<file path="src/design/dsc_pkg.sv">
package dsc_pkg;

  // parallel word width of the recovered data
  localparam int WORD_W = 10;

  // wishbone register byte offsets
  localparam logic [7:0] REG_CTRL = 8'h00;
  localparam logic [7:0] REG_STATUS = 8'h04;
  localparam logic [7:0] REG_IRQ_STAT = 8'h08;
  localparam logic [7:0] REG_IRQ_MASK = 8'h0c;
  localparam logic [7:0] REG_WORD = 8'h10;

  // control register fields and reset value
  localparam int CTRL_SW_EN_BIT = 0;
  localparam logic [31:0] CTRL_RST = 32'h0000_0001;

  // status register fields
  localparam int STAT_LOCK_BIT = 0;
  localparam int STAT_SLEEP_N_BIT = 1;
  localparam int STAT_OUT_EN_BIT = 2;
  localparam int STAT_DATA_OE_BIT = 3;
  localparam int STAT_CLK_OE_BIT = 4;
  localparam int STAT_EDGE_BIT = 5;

  // interrupt status and mask fields
  localparam int IRQ_W = 3;
  localparam int IRQ_LOCK_GAIN_BIT = 0;
  localparam int IRQ_LOCK_LOST_BIT = 1;
  localparam int IRQ_SLEEP_BIT = 2;
  localparam logic [IRQ_W-1:0] IRQ_MASK_RST = 3'h0;

  // cycles from a word load to the active recovered clock edge
  localparam logic [1:0] RCLK_SETUP_CYC = 2'h1;

  // consecutive tck rises with tms high that reset the test port
  localparam logic [2:0] TAP_RESET_EDGES = 3'h5;

  // classic wishbone request from the master
  typedef struct packed {
    logic cyc;
    logic stb;
    logic we;
    logic [7:0] adr;
    logic [3:0] sel;
    logic [31:0] dat;
  } dsc_wb_req_t;

  // synchronised pin levels
  typedef struct packed {
    logic sleep_n;
    logic out_en;
    logic edge_sel;
    logic pll_lock;
    logic tck;
    logic tms;
    logic tdi;
    logic trst_n;
  } dsc_pins_t;

  // output enables of the three pin groups, high while driven
  typedef struct packed {
    logic data;
    logic clk;
    logic lock;
  } dsc_oe_t;

  // output control state
  typedef enum logic [3:0] {
    ST_SLEEP = 4'b0001,
    ST_ACQUIRE = 4'b0010,
    ST_HOLD = 4'b0100,
    ST_DRIVE = 4'b1000
  } dsc_state_t;

endpackage

</file>
<file path="src/design/dsc_sync.sv">
`timescale 1ns/1ps
// two flip-flop synchroniser; only the second stage may be used
module dsc_sync #(
  parameter int W = 8
) (
  input wire logic clk_i,
  input wire logic rst_i,
  input wire logic [W-1:0] async_i,
  output logic [W-1:0] sync_o
);

  logic [W-1:0] meta_q;

  // meta stage feeds nothing but the second stage
  always_ff @(posedge clk_i) begin
    if (rst_i) begin
      meta_q <= '0;
      sync_o <= '0;
    end else begin
      meta_q <= async_i;
      sync_o <= meta_q;
    end
  end

endmodule

</file>
<file path="src/design/dsc_deser_ctrl.sv">
// The implementer's own choices: register access over Wishbone and the register addresses.
`timescale 1ns/1ps
module dsc_deser_ctrl (
  input wire logic clk_i,
  input wire logic rst_i,
  input wire dsc_pkg::dsc_wb_req_t wb_req_i,
  output logic [31:0] wb_dat_o,
  output logic wb_ack_o,
  input wire logic sleep_n_i,
  input wire logic out_en_i,
  input wire logic recovered_clk_edge_sel_i,
  input wire logic pll_lock_i,
  input wire logic word_stb_i,
  input wire logic [dsc_pkg::WORD_W-1:0] word_i,
  input wire logic tck_i,
  input wire logic tms_i,
  input wire logic tdi_i,
  input wire logic trst_n_i,
  output logic [dsc_pkg::WORD_W-1:0] parallel_data_out_o,
  output logic recovered_clk_o,
  output logic lock_n_o,
  output dsc_pkg::dsc_oe_t oe_o,
  output logic pll_run_o,
  output logic tdo_o,
  output logic tdo_oe_o,
  output logic irq_o
);

  dsc_pkg::dsc_pins_t pins_s;
  dsc_pkg::dsc_state_t st_q;
  dsc_pkg::dsc_state_t st_d;
  logic locked_q;
  logic asleep_q;
  logic [31:0] ctrl_q;
  logic [dsc_pkg::IRQ_W-1:0] irq_stat_q;
  logic [dsc_pkg::IRQ_W-1:0] irq_mask_q;
  logic [dsc_pkg::IRQ_W-1:0] irq_ev;
  logic [dsc_pkg::WORD_W-1:0] dout_q;
  logic rclk_q;
  logic esel_lat_q;
  logic [1:0] setup_cnt_q;
  logic word_ld_q;
  logic tck_prev_q;
  logic bypass_q;
  logic [2:0] tms_cnt_q;
  logic wb_hit;
  logic wb_wr;
  logic locked_now;

  // all pins come from outside the clock domain
  dsc_sync #(
    .W(8)
  ) u_sync (
    .clk_i(clk_i),
    .rst_i(rst_i),
    .async_i({sleep_n_i, out_en_i, recovered_clk_edge_sel_i, pll_lock_i,
              tck_i, tms_i, tdi_i, trst_n_i}),
    .sync_o(pins_s)
  );

  // byte-lane write of a field held in lane 0
  function automatic logic [dsc_pkg::IRQ_W-1:0] lane0_mask(input logic [3:0] sel,
                                                           input logic [31:0] dat);
    lane0_mask = sel[0] ? dat[dsc_pkg::IRQ_W-1:0] : '0;
  endfunction

  assign locked_now = pins_s.sleep_n & pins_s.pll_lock;

  // next control state from sleep, enable and lock
  always_comb begin
    st_d = dsc_pkg::ST_SLEEP;
    case (st_q)
      dsc_pkg::ST_SLEEP,
      dsc_pkg::ST_ACQUIRE,
      dsc_pkg::ST_HOLD,
      dsc_pkg::ST_DRIVE: begin
        if (!pins_s.sleep_n) begin
          st_d = dsc_pkg::ST_SLEEP;
        end else if (!pins_s.pll_lock) begin
          st_d = dsc_pkg::ST_ACQUIRE;
        end else if (!pins_s.out_en) begin
          st_d = dsc_pkg::ST_HOLD;
        end else begin
          st_d = dsc_pkg::ST_DRIVE;
        end
      end
      default: begin
        st_d = dsc_pkg::ST_SLEEP;
      end
    endcase
  end

  // state register; reset starts asleep so no pin is driven at power-up
  always_ff @(posedge clk_i) begin
    if (rst_i) begin
      st_q <= dsc_pkg::ST_SLEEP;
    end else begin
      st_q <= st_d;
    end
  end

  // per-group pin enables, registered so outputs come from flops
  always_ff @(posedge clk_i) begin
    if (rst_i) begin
      oe_o <= '0;
      pll_run_o <= 1'b0;
    end else begin
      oe_o.lock <= (st_d != dsc_pkg::ST_SLEEP);
      oe_o.clk <= (st_d == dsc_pkg::ST_DRIVE);
      // software enable only withholds data, the clock keeps its pin
      oe_o.data <= (st_d == dsc_pkg::ST_DRIVE) & ctrl_q[dsc_pkg::CTRL_SW_EN_BIT];
      pll_run_o <= pins_s.sleep_n;
    end
  end

  // lock flag and active-low lock pin
  always_ff @(posedge clk_i) begin
    if (rst_i) begin
      locked_q <= 1'b0;
      asleep_q <= 1'b1;
      lock_n_o <= 1'b1;
    end else begin
      locked_q <= locked_now;
      asleep_q <= ~pins_s.sleep_n;
      lock_n_o <= ~locked_now;
    end
  end

  // word load and recovered clock phase; the clock sits on the inactive
  // level at the load so the data has a full cycle of setup to the edge
  always_ff @(posedge clk_i) begin
    if (rst_i) begin
      dout_q <= '0;
      rclk_q <= 1'b0;
      esel_lat_q <= 1'b1;
      setup_cnt_q <= 2'h0;
      word_ld_q <= 1'b0;
    end else begin
      word_ld_q <= word_stb_i & locked_q;
      if (!locked_q) begin
        rclk_q <= ~pins_s.edge_sel; // clock stops while not acquired
        setup_cnt_q <= 2'h0;
      end else if (word_stb_i) begin
        dout_q <= word_i;
        rclk_q <= ~pins_s.edge_sel;
        esel_lat_q <= pins_s.edge_sel;
        setup_cnt_q <= dsc_pkg::RCLK_SETUP_CYC;
      end else if (setup_cnt_q != 2'h0) begin
        setup_cnt_q <= setup_cnt_q - 2'h1;
        if (setup_cnt_q == 2'h1) begin
          rclk_q <= esel_lat_q; // active edge one cycle after the load
        end
      end
    end
  end

  assign parallel_data_out_o = dout_q;
  assign recovered_clk_o = rclk_q;

  // minimal test port: bypass cell, tms-high reset, trst low reset
  // tdo shifts on the falling tck as the test standard expects
  always_ff @(posedge clk_i) begin
    if (rst_i) begin
      tck_prev_q <= 1'b0;
      bypass_q <= 1'b0;
      tms_cnt_q <= 3'h0;
      tdo_o <= 1'b0;
      tdo_oe_o <= 1'b0;
    end else begin
      tck_prev_q <= pins_s.tck;
      if (!pins_s.trst_n) begin
        bypass_q <= 1'b0;
        tms_cnt_q <= dsc_pkg::TAP_RESET_EDGES;
        tdo_oe_o <= 1'b0;
      end else if (pins_s.tck && !tck_prev_q) begin
        if (pins_s.tms) begin
          if (tms_cnt_q != dsc_pkg::TAP_RESET_EDGES) begin
            tms_cnt_q <= tms_cnt_q + 3'h1;
          end
        end else begin
          tms_cnt_q <= 3'h0;
          bypass_q <= pins_s.tdi;
        end
      end else if (!pins_s.tck && tck_prev_q) begin
        tdo_o <= bypass_q;
        tdo_oe_o <= (tms_cnt_q != dsc_pkg::TAP_RESET_EDGES);
      end
    end
  end

  // wishbone slave: ack one cycle after the request, writes land at that ack
  assign wb_hit = wb_req_i.cyc & wb_req_i.stb;
  assign wb_wr = wb_hit & wb_req_i.we & wb_ack_o;

  always_ff @(posedge clk_i) begin
    if (rst_i) begin
      wb_ack_o <= 1'b0;
      wb_dat_o <= 32'h0000_0000;
    end else begin
      wb_ack_o <= wb_hit & ~wb_ack_o;
      if (wb_hit && !wb_ack_o) begin
        case (wb_req_i.adr)
          dsc_pkg::REG_CTRL: wb_dat_o <= ctrl_q;
          dsc_pkg::REG_STATUS: begin
            wb_dat_o <= 32'h0000_0000;
            wb_dat_o[dsc_pkg::STAT_LOCK_BIT] <= locked_q;
            wb_dat_o[dsc_pkg::STAT_SLEEP_N_BIT] <= pins_s.sleep_n;
            wb_dat_o[dsc_pkg::STAT_OUT_EN_BIT] <= pins_s.out_en;
            wb_dat_o[dsc_pkg::STAT_DATA_OE_BIT] <= oe_o.data;
            wb_dat_o[dsc_pkg::STAT_CLK_OE_BIT] <= oe_o.clk;
            wb_dat_o[dsc_pkg::STAT_EDGE_BIT] <= pins_s.edge_sel;
          end
          dsc_pkg::REG_IRQ_STAT: wb_dat_o <= {29'h0, irq_stat_q};
          dsc_pkg::REG_IRQ_MASK: wb_dat_o <= {29'h0, irq_mask_q};
          dsc_pkg::REG_WORD: wb_dat_o <= {22'h0, dout_q};
          default: wb_dat_o <= 32'h0000_0000; // unmapped reads zero
        endcase
      end
    end
  end

  // control register, only the software enable bit is kept
  always_ff @(posedge clk_i) begin
    if (rst_i) begin
      ctrl_q <= dsc_pkg::CTRL_RST;
    end else if (wb_wr && wb_req_i.adr == dsc_pkg::REG_CTRL && wb_req_i.sel[0]) begin
      ctrl_q <= {31'h0, wb_req_i.dat[dsc_pkg::CTRL_SW_EN_BIT]};
    end
  end

  // events: lock gained, lock lost, sleep entered
  assign irq_ev = {pins_s.sleep_n ? 1'b0 : ~asleep_q,
                   locked_q & ~locked_now,
                   locked_now & ~locked_q};

  // sticky status, write one to clear; a new event wins over the clear
  always_ff @(posedge clk_i) begin
    if (rst_i) begin
      irq_stat_q <= '0;
      irq_mask_q <= dsc_pkg::IRQ_MASK_RST;
      irq_o <= 1'b0;
    end else begin
      if (wb_wr && wb_req_i.adr == dsc_pkg::REG_IRQ_STAT) begin
        irq_stat_q <= (irq_stat_q & ~lane0_mask(wb_req_i.sel, wb_req_i.dat)) | irq_ev;
      end else begin
        irq_stat_q <= irq_stat_q | irq_ev;
      end
      if (wb_wr && wb_req_i.adr == dsc_pkg::REG_IRQ_MASK && wb_req_i.sel[0]) begin
        irq_mask_q <= wb_req_i.dat[dsc_pkg::IRQ_W-1:0];
      end
      irq_o <= |(irq_stat_q & irq_mask_q);
    end
  end

  // checks on the pin groups, clock, test port and interrupt
  property p_edge_align;
    @(posedge clk_i) disable iff (rst_i)
      word_ld_q && locked_q |-> (rclk_q == ~esel_lat_q) ##1 (rclk_q == esel_lat_q);
  endproperty
  a_edge_align: assert property (p_edge_align) else $error("clock edge misaligned");

  property p_sleep_off;
    @(posedge clk_i) disable iff (rst_i)
      !pins_s.sleep_n |=> !oe_o.data && !oe_o.clk && !oe_o.lock && !pll_run_o;
  endproperty
  a_sleep_off: assert property (p_sleep_off) else $error("pin driven in sleep");

  property p_lock_low;
    @(posedge clk_i) disable iff (rst_i)
      $rose(locked_now) |=> !lock_n_o && oe_o.lock;
  endproperty
  a_lock_low: assert property (p_lock_low) else $error("lock pin not low");

  property p_oe_low;
    @(posedge clk_i) disable iff (rst_i)
      pins_s.sleep_n && !pins_s.out_en |=> !oe_o.data && !oe_o.clk && oe_o.lock;
  endproperty
  a_oe_low: assert property (p_oe_low) else $error("enable low not honoured");

  property p_unlocked_off;
    @(posedge clk_i) disable iff (rst_i)
      lock_n_o |-> !oe_o.data && !oe_o.clk;
  endproperty
  a_unlocked_off: assert property (p_unlocked_off) else $error("driven while unlocked");

  property p_drive;
    @(posedge clk_i) disable iff (rst_i)
      locked_now && pins_s.out_en && ctrl_q[dsc_pkg::CTRL_SW_EN_BIT] |=> oe_o.data && oe_o.clk;
  endproperty
  a_drive: assert property (p_drive) else $error("outputs not driven");

  property p_word_load;
    @(posedge clk_i) disable iff (rst_i)
      word_stb_i && locked_q |=> parallel_data_out_o == $past(word_i);
  endproperty
  a_word_load: assert property (p_word_load) else $error("word not loaded");

  property p_trst;
    @(posedge clk_i) disable iff (rst_i)
      !pins_s.trst_n |=> !tdo_oe_o && !bypass_q;
  endproperty
  a_trst: assert property (p_trst) else $error("test reset ignored");

  property p_group_oe;
    @(posedge clk_i) disable iff (rst_i)
      oe_o.data |-> oe_o.clk && oe_o.lock && !lock_n_o;
  endproperty
  a_group_oe: assert property (p_group_oe) else $error("enable groups inconsistent");

  property p_irq;
    @(posedge clk_i) disable iff (rst_i)
      |(irq_stat_q & irq_mask_q) |=> irq_o;
  endproperty
  a_irq: assert property (p_irq) else $error("interrupt not raised");

  c_drive: cover property (@(posedge clk_i) disable iff (rst_i) $rose(oe_o.data));
  c_lost: cover property (@(posedge clk_i) disable iff (rst_i) $rose(lock_n_o) && oe_o.lock);
  c_sleep: cover property (@(posedge clk_i) disable iff (rst_i) $fell(pll_run_o));
  c_word: cover property (@(posedge clk_i) disable iff (rst_i) word_ld_q && oe_o.data);

endmodule

</file>
<file path="config.mk">
export PLATFORM = sky130hd
export DESIGN_NAME = dsc_deser_ctrl
export DESIGN_NICKNAME = d
export VERILOG_FILES = /design/src/design/dsc_pkg.sv /design/src/design/dsc_sync.sv /design/src/design/dsc_deser_ctrl.sv
export SDC_FILE = /design/constraint.sdc
export NUM_CORES = 1
export LEC_CHECK = 0
export CORE_MARGIN = 2
export CORE_UTILIZATION = 50
export DETAILED_ROUTE_END_ITERATION = 8
export DONT_BUFFER_PORTS = 1
export MAX_ROUTING_LAYER = met4
export PLACE_DENSITY = 0.76
export SYNTH_ARGS = -nofsm -noshare
export SYNTH_HDL_FRONTEND = slang
export SYNTH_SLANG_ARGS = --single-unit
export TNS_END_PERCENT = 100
</file>
<file path="constraint.sdc">
create_clock -name clk_i -period 1.9 [get_ports clk_i]
set_clock_uncertainty 0.15 [all_clocks]
set_input_delay 0.095 -clock clk_i [delete_from_list [all_inputs] [get_ports clk_i]]
set_output_delay 0.095 -clock clk_i [all_outputs]
set_load 0.005 [all_outputs]
</file>
==> metrics.cfg <==
[setup_path]
critPathSlowestCell = or4_2
crit_start = wb_req_i[36]
worstPathRequired_ns = 2.02
cp_common_cell = nand2_1
endpoint = wb_dat_o[1]$_SDFFE_PP0P_
r2r_end = parallel_data_out_o[1]$_SDFFE_PP0P_
rrSetupSlack_ns = 0.12
max_stage_delay_ns = 0.61
end_kind = flop
worstSetupPathType = primary input to flop
r2r_start = locked_q$_SDFF_PP0_
crit_fanout = 5
worstSetupStartpointType = primary input
r2r_cells = 4
worstPathCellList = dlygate4sd3_1 -> or4_2 -> nor4_2 -> nand2_1 -> nand2_1
arrival_ns = 2.00

[logic_synthesis]
post_synth.cell_area_avg_um2 = 9.04
yosysSeqAreaShare_pct = 49.6
synth_most_common_cell = dfxtp_1
ys_types = 47
synth_top_area_share_pct = 49.6
async_flop_share_pct = 0
synth_area_um2 = 2700
synthCells = 299
synth_edf_count = 0
synth_area_leader_cell = dfxtp_1
yosysWarningCount = 0
synth_seq_cells = 67
synth_flop_cell = dfxtp_1
synthTopCellsByArea = dfxtp_1 (50%), nand2_1 (6.9%), buf_4 (6.1%)
netlist_top_cells_count = dfxtp_1 (67), nand2_1 (50), a21oi_1 (25)

[place]
pre_cts_ws_ns = 0.146
gp_congestion = 0.845
dp_cells = 361
port_buffers = 0
dp_hpwl_mm = 3.84

[clock_network]
cts_made_buffers = 9
post_cts_buffers = 0
cts_htree_levels = 3
clockBufferDepth = 2
path_clk_slew_ns = 0.07
cts.sinks = 67
cts_root_buf = clkbuf_8
worstSkewPairLatency_ns = 0.32
cts_tree = done

[timing]
layout_setup_ws_ns = 0.0187
fin_hold_ws_ns = -0.0170
finalSetupViolCount = 0
post-route-period-util_pct = 99.0
clock.fmax_ghz = 0.532
tightest_slew_ns = 0.548
slew_violations = 0
slew-limit-headroom_pct = 63.2
finalWorstPathRequiredPeriod_ns = 1.88
hold_viol_final = 1

[power_and_ir_drop]
p_leak_uw = 0.00125
power_density_nw_per_um2 = 864
vdd_ir_drop_max_mv = 0.568

[drt]
first_iter_violations = 132
antenna_left = 0
wl_mm = 5.91
via_per_inst = 5.37
vias = 2186
wl_per_cell_um = 14.5
drc_errors = 0
dr.pass1.iters = 5

[floorplan]
rows = 26
io_pins = 120
die_h_um = 77.5
die_x_um = 77.5
start_util_pct = 52.3
core-area_um2 = 5170
dieArea_um2 = 6010

[status]
violations = hold timing
outcome = finished, violations left

[hold_path]
hp-class = primary input to flop
min_from = wb_req_i[42]

[finish]
diodes = 0
fill_cells = 440
syn_to_final_growth_pct = 19.3
final_nets = 406
utilization_pct = 62.4
drive_above_1_share_pct = 9.79
fin_cells = 407

[grt]
grt_antenna_before_repair = 0
grt_pass1_wl_mm = 9.40
use_met2_pct = 34.4
grt_busiest_layer = met2
grt_pass1_vias = 2066
met3_usage_pct = 6.05
grt_usage_pct = 20.4
grt_max_degree = 47
use_met1_pct = 22.6
grt.overflow.total = 0

[flow_run]
maxCapViolCount = 0

==> final cells by class <==
| class | instances | area [um^2] | area share (%) |
|---|---|---|---|
| Clock buffer | 12 | 165 | 5.12 |
| Clock inverter | 2 | 35.0 | 1.09 |
| Timing Repair Buffer | 34 | 345 | 10.7 |
| Sequential cell | 67 | 1340 | 41.6 |
| Inverter | 9 | 33.8 | 1.05 |
| Tap cell | 70 | 87.6 | 2.71 |
| Multi-Input combinational cell | 213 | 1220 | 37.8 |
==> state kept, by name, summed over array words and instances, names as in the netlist, 2 cells and up <==
register,flops
tms_cnt_q,3
irq_mask_q,3
irq_stat_q,3
oe_o,3
parallel_data_out_o,10
wb_dat_o,10
setup_cnt_q,2
u_sync.sync_o,8
st_q,4
u_sync.meta_q,8
==> per-stage QoR <==
step	area (um^2)	hold WS, ns	TNS, ns	power [uW]
after global placement	2680	0.0177	0	1560
after global routing	3230	-0.0120	-0.0363	2890
final	3230	-0.0170	0	2790
after detailed placement	2680	0.0191	0	1560
after floorplan	2780	0.0242	0	1590
after CTS	3190	-0.134	0	2800
==> where the power goes <==
part / switching [uW] / internal, uW / total, uW
clock: 480 / 697 / 1180
sequential: 17.7 / 1430 / 1450
combinational: 82.0 / 78.8 / 161
==> timing repair <==
action	CTS	global route
gates resized for setup	0	3
endpoints found under the setup margin	0	3
endpoints found under the hold margin	60	5
hold buffers	30	2
==> kinds of logic after synthesis <==
group           synth area share, %
simple gates                   24.6
flops                          49.6
compound gates                 12.5
buf+inv                        8.70
mux                            1.94
fa+ha+maj                      1.85
xor+xnor                      0.648
other cells                   0.139
==> worst min-delay path by stage <==
stage                                                     end  slack (ns)  cells past startpoint
after CTS                            wb_dat_o[0]$_SDFFE_PP0P_       -0.13                      3
after global routing                 wb_dat_o[2]$_SDFFE_PP0P_       -0.01                      4
after detailed placement  parallel_data_out_o[1]$_SDFFE_PP0P_        0.02                      1
final                                wb_dat_o[2]$_SDFFE_PP0P_       -0.02                      4
after floorplan                   setup_cnt_q[1]$_SDFFE_PP0N_        0.02                      1
after global placement    parallel_data_out_o[1]$_SDFFE_PP0P_        0.02                      1
==> per-layer routing <==
layer	vias up	routed length, um
met5	-	0
met4	0	116
met3	15	388
met2	99	2970
met1	1019	2440
li1	1053	-
==> layout by cell type (no fill, tap or decap), drive strengths merged, types with 8 or more instances in the layout <==
cell type and count:
dfxtp 67, nand2 50, dlygate4sd3 31, a21oi 25, nor2b 23, conb 22
nor2 14, clkbuf 12, nand3 10, inv 9, o21ai 8
==> critical path: cells and delay by family <==
family                 cells  cell delay [ns]
buffers and inverters      1             0.55
and+or+nand+nor            4             1.35
No activity file was read; power rests on OpenSTA's default activity.
